===== src/hw/ramp_status_regs.vh =====
// Register offsets, field positions and reset values of the ramp status block
// Summary of operation
// - Bit 13 shows stall input when enabled
// - Bit 12 sticky on reversal, write-1 clears
// - Bit 11 high during post-halt wait
// - Bit 10 high when velocity is zero
// - Bit 9 high while position equals target
// - Bit 8 high while velocity equals maximum
// - Bit 7 sticky on arrival rising edge
// - Interrupt is OR of unmasked, unread rising events of bits 7..4 still set
// - Bit 6 stall halt event, write-1 clears
// - Bits 5/4 show right/left stop conditions
// - Hold mode or move away clears stop
// - Gradual stop keeps flag until at rest
// - Disabling stop function clears stop flag
// - Bits 3/2 sticky latch ready, write-1 clears
// - Bits 1/0 show reference switch states
// - Bits 15/14 show virtual limit states
// - Switch event copies position into latch
`ifndef RAMP_STATUS_REGS_VH
`define RAMP_STATUS_REGS_VH
`define IDX_RAMP_STATUS 10'h060
`define IDX_LATCHED_POS 10'h061
`define IDX_CONTROL 10'h062
`define IDX_IRQ_MASK 10'h063
`define IDX_IRQ_STATUS 10'h064
`define OFS_RAMP_STATUS {`IDX_RAMP_STATUS, 2'b00}
`define OFS_LATCHED_POS {`IDX_LATCHED_POS, 2'b00}
`define OFS_CONTROL {`IDX_CONTROL, 2'b00}
`define OFS_IRQ_MASK {`IDX_IRQ_MASK, 2'b00}
`define OFS_IRQ_STATUS {`IDX_IRQ_STATUS, 2'b00}
`define BIT_VSTOP_R 15
`define BIT_VSTOP_L 14
`define BIT_STALL 13
`define BIT_REVERSE 12
`define BIT_WAIT 11
`define BIT_VZERO 10
`define BIT_POS_MATCH 9
`define BIT_VEL_MATCH 8
`define BIT_EV_ARRIVE 7
`define BIT_EV_STALL 6
`define BIT_EV_STOP_R 5
`define BIT_EV_STOP_L 4
`define BIT_LATCH_R 3
`define BIT_LATCH_L 2
`define BIT_SW_R 1
`define BIT_SW_L 0
`define CTL_STALL_DET 0
`define CTL_STALL_HALT 1
`define CTL_STOP_R_EN 2
`define CTL_STOP_L_EN 3
`define CTL_LATCH_R_ACT 4
`define CTL_LATCH_R_INACT 5
`define CTL_LATCH_L_ACT 6
`define CTL_LATCH_L_INACT 7
`define CTL_POL_R 8
`define CTL_POL_L 9
`define CTL_GRADUAL 10
`define CTL_HOLD 11
`define CTL_RESET 12'h000
`define STAT_RESET 16'hC000
`endif


===== src/hw/ramp_status_flags.v =====
// Ramp generator status and event flags with APB access
`timescale 1ns/1ps
`default_nettype none
`include "ramp_status_regs.vh"
module ramp_status_flags #(
    parameter PW = 32,
    parameter VW = 32
) (
    input wire pclk,
    input wire presetn,
    input wire psel,
    input wire penable,
    input wire pwrite,
    input wire [11:0] paddr,
    input wire [31:0] pwdata,
    input wire [3:0] pstrb,
    output reg [31:0] prdata,
    output reg pready,
    output reg pslverr,
    input wire [PW-1:0] current_position,
    input wire [PW-1:0] target_position,
    input wire [VW-1:0] current_velocity,
    input wire [VW-1:0] max_velocity,
    input wire stall_input_active,
    input wire direction_reversed,
    input wire post_halt_wait_active,
    input wire ref_switch_r,
    input wire ref_switch_l,
    input wire virtual_stop_r,
    input wire virtual_stop_l,
    input wire moving_positive,
    input wire moving_negative,
    input wire motor_at_rest,
    output reg stall_halt_request,
    output reg stop_r_request,
    output reg stop_l_request,
    output reg irq
);
    ////////////////////////////////////////////////////////////////////////
    // Pin synchronisers
    wire [1:0] sw_s;
    sync2 #(.W(2)) u_sync (
        .pclk(pclk),
        .presetn(presetn),
        .d({ref_switch_r, ref_switch_l}),
        .q(sw_s)
    );

    reg [11:0] ctl_q;
    reg [15:0] stat_q;
    reg [15:0] stat_d;
    reg [PW-1:0] latch_q;
    reg [3:0] mask_q;
    reg [3:0] irqs_q;
    reg [3:0] irqs_d;
    reg [1:0] sw_prev_q;
    reg pos_prev_q;
    reg hold_q;
    reg [1:0] stop_en_prev_q;

    // Access decode shared by write and read paths
    function hit;
        input [11:0] a;
        input [11:0] ofs;
        begin
            hit = (a == ofs);
        end
    endfunction

    // Next stop flag of one side; the set term wins over the disable clear, hold and move away win over the set
    function stop_next;
        input cur;
        input cause;
        input toward;
        input away;
        input dis;
        input gradual;
        input at_rest;
        input hold;
        begin
            stop_next = cur;
            if (hold || away || dis)
                stop_next = 1'b0;
            // Gradual stop keeps the flag until the run has ended
            if (gradual && toward && !at_rest && cur)
                stop_next = !dis;
            if (cause && !hold && !away)
                stop_next = 1'b1;
        end
    endfunction

    wire acc = psel && penable && pready;
    wire wr = acc && pwrite;
    wire rd = acc && !pwrite;
    wire wr_stat = wr && hit(paddr, `OFS_RAMP_STATUS) && pstrb[0];
    wire [7:0] w1c = wr_stat ? pwdata[7:0] : 8'h00;
    wire w1c_rev = wr && hit(paddr, `OFS_RAMP_STATUS) && pstrb[1]
        && pwdata[`BIT_REVERSE];

    // Active levels after polarity
    wire act_r = sw_s[1] ^ ctl_q[`CTL_POL_R];
    wire act_l = sw_s[0] ^ ctl_q[`CTL_POL_L];
    wire pos_eq = (current_position == target_position);

    // Switch edges selected for position latching
    wire rise_r = act_r && !sw_prev_q[1];
    wire fall_r = !act_r && sw_prev_q[1];
    wire rise_l = act_l && !sw_prev_q[0];
    wire fall_l = !act_l && sw_prev_q[0];
    wire latch_r_ev = (rise_r && ctl_q[`CTL_LATCH_R_ACT])
        || (fall_r && ctl_q[`CTL_LATCH_R_INACT]);
    wire latch_l_ev = (rise_l && ctl_q[`CTL_LATCH_L_ACT])
        || (fall_l && ctl_q[`CTL_LATCH_L_INACT]);

    // Disabling is an act, so a virtual stop flag survives a low enable
    wire dis_r = stop_en_prev_q[1] && !ctl_q[`CTL_STOP_R_EN];
    wire dis_l = stop_en_prev_q[0] && !ctl_q[`CTL_STOP_L_EN];

    ////////////////////////////////////////////////////////////////////////
    // Status next-state: sets win over write-1 clears
    always @*
    begin
        stat_d = stat_q;
        stat_d[`BIT_VSTOP_R] = virtual_stop_r;
        stat_d[`BIT_VSTOP_L] = virtual_stop_l;
        stat_d[`BIT_STALL] = stall_input_active
            && ctl_q[`CTL_STALL_DET];
        if (w1c_rev)
            stat_d[`BIT_REVERSE] = 1'b0;
        if (direction_reversed)
            stat_d[`BIT_REVERSE] = 1'b1;
        stat_d[`BIT_WAIT] = post_halt_wait_active;
        stat_d[`BIT_VZERO] = (current_velocity == {VW{1'b0}});
        stat_d[`BIT_POS_MATCH] = pos_eq;
        stat_d[`BIT_VEL_MATCH] = (current_velocity == max_velocity);
        // Arrival event on rising match
        if (w1c[`BIT_EV_ARRIVE])
            stat_d[`BIT_EV_ARRIVE] = 1'b0;
        if (pos_eq && !pos_prev_q)
            stat_d[`BIT_EV_ARRIVE] = 1'b1;
        // Stall halt event needs halt enabled
        if (w1c[`BIT_EV_STALL])
            stat_d[`BIT_EV_STALL] = 1'b0;
        if (stall_input_active && ctl_q[`CTL_STALL_DET]
            && ctl_q[`CTL_STALL_HALT])
            stat_d[`BIT_EV_STALL] = 1'b1;
        // Stop conditions, read-only; cleared by hardware causes
        stat_d[`BIT_EV_STOP_R] = stop_next(stat_q[`BIT_EV_STOP_R],
            (act_r && ctl_q[`CTL_STOP_R_EN]) || virtual_stop_r,
            moving_positive, moving_negative, dis_r,
            ctl_q[`CTL_GRADUAL], motor_at_rest, hold_q);
        stat_d[`BIT_EV_STOP_L] = stop_next(stat_q[`BIT_EV_STOP_L],
            (act_l && ctl_q[`CTL_STOP_L_EN]) || virtual_stop_l,
            moving_negative, moving_positive, dis_l,
            ctl_q[`CTL_GRADUAL], motor_at_rest, hold_q);
        // Latch ready flags
        if (w1c[`BIT_LATCH_R])
            stat_d[`BIT_LATCH_R] = 1'b0;
        if (latch_r_ev)
            stat_d[`BIT_LATCH_R] = 1'b1;
        if (w1c[`BIT_LATCH_L])
            stat_d[`BIT_LATCH_L] = 1'b0;
        if (latch_l_ev)
            stat_d[`BIT_LATCH_L] = 1'b1;
        stat_d[`BIT_SW_R] = act_r;
        stat_d[`BIT_SW_L] = act_l;
    end

    ////////////////////////////////////////////////////////////////////////
    // Interrupt status: read clears, event sets win
    always @*
    begin
        irqs_d = irqs_q;
        if (rd && hit(paddr, `OFS_IRQ_STATUS))
            irqs_d = 4'h0;
        irqs_d = irqs_d | (stat_d[7:4] & ~stat_q[7:4]);
    end

    ////////////////////////////////////////////////////////////////////////
    // State registers
    always @(posedge pclk or negedge presetn)
    begin
        if (!presetn)
        begin
            stat_q <= `STAT_RESET;
            ctl_q <= `CTL_RESET;
            latch_q <= {PW{1'b0}};
            mask_q <= 4'hF;
            irqs_q <= 4'h0;
            sw_prev_q <= 2'b00;
            pos_prev_q <= 1'b0;
            hold_q <= 1'b0;
            stop_en_prev_q <= 2'b00;
        end
        else
        begin
            stat_q <= stat_d;
            irqs_q <= irqs_d;
            sw_prev_q <= {act_r, act_l};
            pos_prev_q <= pos_eq;
            hold_q <= ctl_q[`CTL_HOLD];
            stop_en_prev_q <= {ctl_q[`CTL_STOP_R_EN], ctl_q[`CTL_STOP_L_EN]};
            if (latch_r_ev || latch_l_ev)
                latch_q <= current_position;
            if (wr && hit(paddr, `OFS_CONTROL))
            begin
                if (pstrb[0])
                    ctl_q[7:0] <= pwdata[7:0];
                if (pstrb[1])
                    ctl_q[11:8] <= pwdata[11:8];
            end
            if (wr && hit(paddr, `OFS_IRQ_MASK) && pstrb[0])
                mask_q <= pwdata[3:0];
        end
    end

    ////////////////////////////////////////////////////////////////////////
    // APB slave: one wait state, registered read data
    wire mapped = hit(paddr, `OFS_RAMP_STATUS) || hit(paddr, `OFS_LATCHED_POS)
        || hit(paddr, `OFS_CONTROL) || hit(paddr, `OFS_IRQ_MASK)
        || hit(paddr, `OFS_IRQ_STATUS);
    reg [31:0] rdata_d;
    always @*
    begin
        rdata_d = 32'h00000000;
        case (paddr)
            `OFS_RAMP_STATUS: rdata_d = {16'h0000, stat_q};
            `OFS_LATCHED_POS: rdata_d = latch_q;
            `OFS_CONTROL: rdata_d = {20'h00000, ctl_q};
            `OFS_IRQ_MASK: rdata_d = {28'h0000000, mask_q};
            `OFS_IRQ_STATUS: rdata_d = {28'h0000000, irqs_q};
            default: rdata_d = 32'h00000000;
        endcase
    end

    always @(posedge pclk or negedge presetn)
    begin
        if (!presetn)
        begin
            pready <= 1'b0;
            pslverr <= 1'b0;
            prdata <= 32'h00000000;
        end
        else
        begin
            // Ready drops after each access so every transfer waits once
            pready <= psel && penable && !pready;
            pslverr <= psel && penable && !pready && !mapped;
            if (psel && penable && !pready && !pwrite)
                prdata <= rdata_d;
        end
    end

    ////////////////////////////////////////////////////////////////////////
    // Outputs to motion logic and interrupt line
    always @(posedge pclk or negedge presetn)
    begin
        if (!presetn)
        begin
            stall_halt_request <= 1'b0;
            stop_r_request <= 1'b0;
            stop_l_request <= 1'b0;
            irq <= 1'b0;
        end
        else
        begin
            stall_halt_request <= stat_d[`BIT_EV_STALL];
            stop_r_request <= stat_d[`BIT_EV_STOP_R];
            stop_l_request <= stat_d[`BIT_EV_STOP_L];
            irq <= |(irqs_d & mask_q & stat_d[7:4]);
        end
    end
endmodule // ramp_status_flags
`default_nettype wire


===== src/hw/sync2.v =====
// Two flip-flop synchroniser bank for pin inputs
`timescale 1ns/1ps
`default_nettype none
module sync2 #(
    parameter W = 4
) (
    input wire pclk,
    input wire presetn,
    input wire [W-1:0] d,
    output wire [W-1:0] q
);
    reg [W-1:0] s1_q;
    reg [W-1:0] s2_q;
    // First stage is read only by the second
    always @(posedge pclk or negedge presetn)
    begin
        if (!presetn)
        begin
            s1_q <= {W{1'b0}};
            s2_q <= {W{1'b0}};
        end
        else
        begin
            s1_q <= d;
            s2_q <= s1_q;
        end
    end
    assign q = s2_q;
endmodule // sync2
`default_nettype wire

===== config.mk =====
export PLATFORM = sky130hd
export DESIGN_NAME = ramp_status_flags
export DESIGN_NICKNAME = d
export VERILOG_FILES = /design/src/hw/ramp_status_flags.v /design/src/hw/sync2.v
export VERILOG_INCLUDE_DIRS = /design/src /design/src/hw
export SDC_FILE = /design/constraint.sdc
export NUM_CORES = 1
export LEC_CHECK = 0
export BUFFER_PORTS_ARGS = -buffer_cell sky130_fd_sc_hd__buf_2
export CORE_MARGIN = 2
export CORE_UTILIZATION = 25
export DETAILED_ROUTE_END_ITERATION = 10
export PLACE_DENSITY = 0.44
export REMOVE_ABC_BUFFERS = 1
export SKIP_CTS_REPAIR_TIMING = 1
export SLEW_MARGIN = 20
export SYNTH_ARGS = -nofsm -noshare
export SYNTH_HDL_FRONTEND = slang
export SYNTH_SLANG_ARGS = --single-unit

===== constraint.sdc =====
create_clock -name pclk -period 5.44 [get_ports pclk]
set_clock_uncertainty 0.1 [all_clocks]
set_input_delay 0.544 -clock pclk [delete_from_list [all_inputs] [get_ports pclk]]
set_output_delay 0.544 -clock pclk [all_outputs]
set_load 0.01 [all_outputs]

==> impl_metrics.json <==
{
  "period_share_pct": 57.5,
  "path_max_fanout": 16,
  "synthTopCellsByArea": "dfrtp_1 (49%), xor2_1 (11%), mux2_2 (8.5%)",
  "multi_input_area_um2": 2440,
  "finalCriticalPeriod_ns": 3.13,
  "io_pins": 229,
  "clock_path_buffers": 2,
  "power_w": 0.00179,
  "port-buffer-count": 207,
  "antenna_found_initial": 2,
  "wirelength_um": 17400,
  "yosys_warnings": 0,
  "place_area_um2": 6630,
  "drt_first_pass_iters": 5,
  "worst_slack_ns": 2.31,
  "grt-ovfl-total": 0,
  "pre_cts_ws_ns": 2.07,
  "cp.arrival_ns": 3.31,
  "synth_top_cell_by_area": "dfrtp_1",
  "critical_path.startpoint_type": "register",
  "maxSlewHeadroom_pct": 29.9,
  "dieArea_um2": 22300,
  "ant_nets": 0,
  "synthCells": 439,
  "tightest_slew_ns": 1.05,
  "gp_congestion": 0.905,
  "leakage_nw": 3.34,
  "r2r-start": "pready$_DFF_PN0_",
  "cts_tree": "yes",
  "wl_per_cell_um": 18.7,
  "cellPowerDensity_nw_per_um2": 257,
  "hold_violations": 0,
  "die_h_um": 149,
  "ff_latch_area_um2": 2760,
  "drc": 0,
  "clock_sinks": 110,
  "fmax_ghz": 0.320,
  "htree_levels": 3,
  "initial_core_util_pct": 25.2,
  "syn_to_final_growth_pct": 32.0,
  "rsz0062_at_grt": "false",
  "row_count": 53,
  "async_reset_ff_share_pct": 100,
  "timing.rr.end": "prdata[26]$_DFFE_PN0P_",
  "synth-seq-cells": 110,
  "netlist_top_cells_count": "dfrtp_1 (104), xor2_1 (66), mux2_2 (40), nand2_1 (28), nor4_1 (25)",
  "syn-cell-area_um2": 5270,
  "drt_iter0_markers": 236,
  "cts_made_buffers": 9,
  "cts_root_buffer": "clkbuf_16",
  "peakVddDrop_mv": 0.104,
  "max_cap_violations": 0,
  "synth_edf_count": 0,
  "synth_top_area_share_pct": 49.4,
  "grt_start_max_net_pins": 70,
  "grt_pass1_wl_um": 26300,
  "place_inst": 912,
  "seq_area_frac_synth_pct": 52.3,
  "layout.cells.non_filler": 929,
  "ff2ff_path_depth": 4,
  "cts.clk_slew.worst_paths_ns": 0.08,
  "core_um2": 20900,
  "dieWidth_um": 149,
  "reg2reg_setup_slack_ns": 2.31,
  "post_drt_via_cell_ratio": 4.70,
  "required_ns": 5.63,
  "finalMaxSlewViolations": 0,
  "fin_setup_tns_ns": 0,
  "grt_usage_pct": 15.9,
  "crit_type": "reg2reg",
  "grt_pass1_vias": 4534,
  "avgSynthCellArea_um2": 12.0,
  "dp.final_hpwl_um": 13600,
  "nFillCells": 2186,
  "hold_class": "in2async",
  "vias": 4365,
  "endpoint_kind": "register",
  "fin_nets": 839,
  "synth_ff_type": "dfrtp_1",
  "drive_gt1_share_pct": 44.7,
  "synth_cell_types": 46,
  "setup_violations": 0,
  "status": "finished, final reports clean",
  "finish.instance_area_um2": 6960,
  "clock_latency_ns": 0.35,
  "yosysMostFrequentCell": "dfrtp_1"
}
## worst max-delay path by stage
stage | endpoint | slack, ns | cells past startpoint | start
global placement | prdata[16]$_DFFE_PN0P_ | 2.12 | 6 | psel
finish | prdata[26]$_DFFE_PN0P_ | 2.31 | 4 | pready$_DFF_PN0_
global route | prdata[26]$_DFFE_PN0P_ | 1.99 | 4 | pready$_DFF_PN0_
floorplan | latch_q[0]$_DFFE_PN0P_ | 2.66 | 4 | ctl_q[9]$_DFFE_PN0P_
CTS | prdata[16]$_DFFE_PN0P_ | 2.26 | 4 | pready$_DFF_PN0_
detailed placement | prdata[17]$_DFFE_PN0P_ | 2.07 | 6 | psel
## flip-flops by register name (all words and copies together), names as in the netlist, 2 cells and up
register	count
irqs_q	4
prdata	32
u_sync.q	2
mask_q	4
stop_en_prev_q	2
u_sync.s1_q	2
ctl_q	12
stat_q	15
latch_q	32
## through the flow
stage | utilization (%) | hold slack [ns]
after CTS | 33.3 | 0.179
after detailed placement | 31.7 | 0.243
after global routing | 33.3 | 0.184
after global placement | 31.7 | 0.235
final | 33.3 | 0.194
after floorplan | - | 0.148
## area by class of cell
cell class                      count  area share, %
Antenna cell                        1         0.0360
Multi-Input combinational cell    313           35.0
Sequential cell                   110           39.7
Tap cell                          275           4.94
Timing Repair Buffer              211           15.5
Inverter                            3          0.162
Clock buffer                        9           3.24
Clock inverter                      7           1.47
## layer usage
metal | part of all wire (%) | global-route usage [%]
met1 | 41 | 19.5
met2 | 49 | 27.1
met5 | 0.040 | 0
met3 | 7.3 | 3.58
met4 | 2.2 | 6.14
## where the power goes
group,internal (W),switching (W)
sequential,0.000841,0.0000143
clock,0.000410,0.000325
combinational,0.0000903,0.000105
total,0.00134,0.000445
## cells by family after synthesis
group           count (synthesis)  synth area share, %
compound gates                 79                 10.4
xor+xnor                       66                 11.0
buf+inv                        16                 1.57
flops                         110                 52.3
mux                            52                 11.6
simple gates                  116                 13.1
## cells in the final DEF (no fill, tap or decap), types with 3 or more instances in the layout
master     Yosys  layout
inv_6          0       3
nor4_1        25      25
a222oi_1       8       8
a22oi_1        5       5
mux2_2        40      40
a21oi_1       10      10
a22o_1        17      17
dfrtp_1      104     104
nor2_1        16      15
buf_4          2       4
nand4_1        8       8
a31oi_1        4       4
dfstp_2        6       6
and3_1         6       6
nand3_1        5       5
mux2i_1        4       4
buf_2          6     206
and2_1         3       3
o21ai_0       18      18
xor2_1        66      66
nand2_1       28      28
nand3b_1       5       5
o21ai_1        7       7
inv_1          3       3
mux2_4         8       8
a21o_1         5       5
clkbuf_16      0       9
## worst max-delay path, stage by stage, from the launching register on
cell     delay [ns]
dfrtp_1        0.43
nor3_2         0.54
nand4_1        0.82
nor3_4         0.92
a22o_1         0.23
Note: power is estimated with default switching activity, not from simulation.
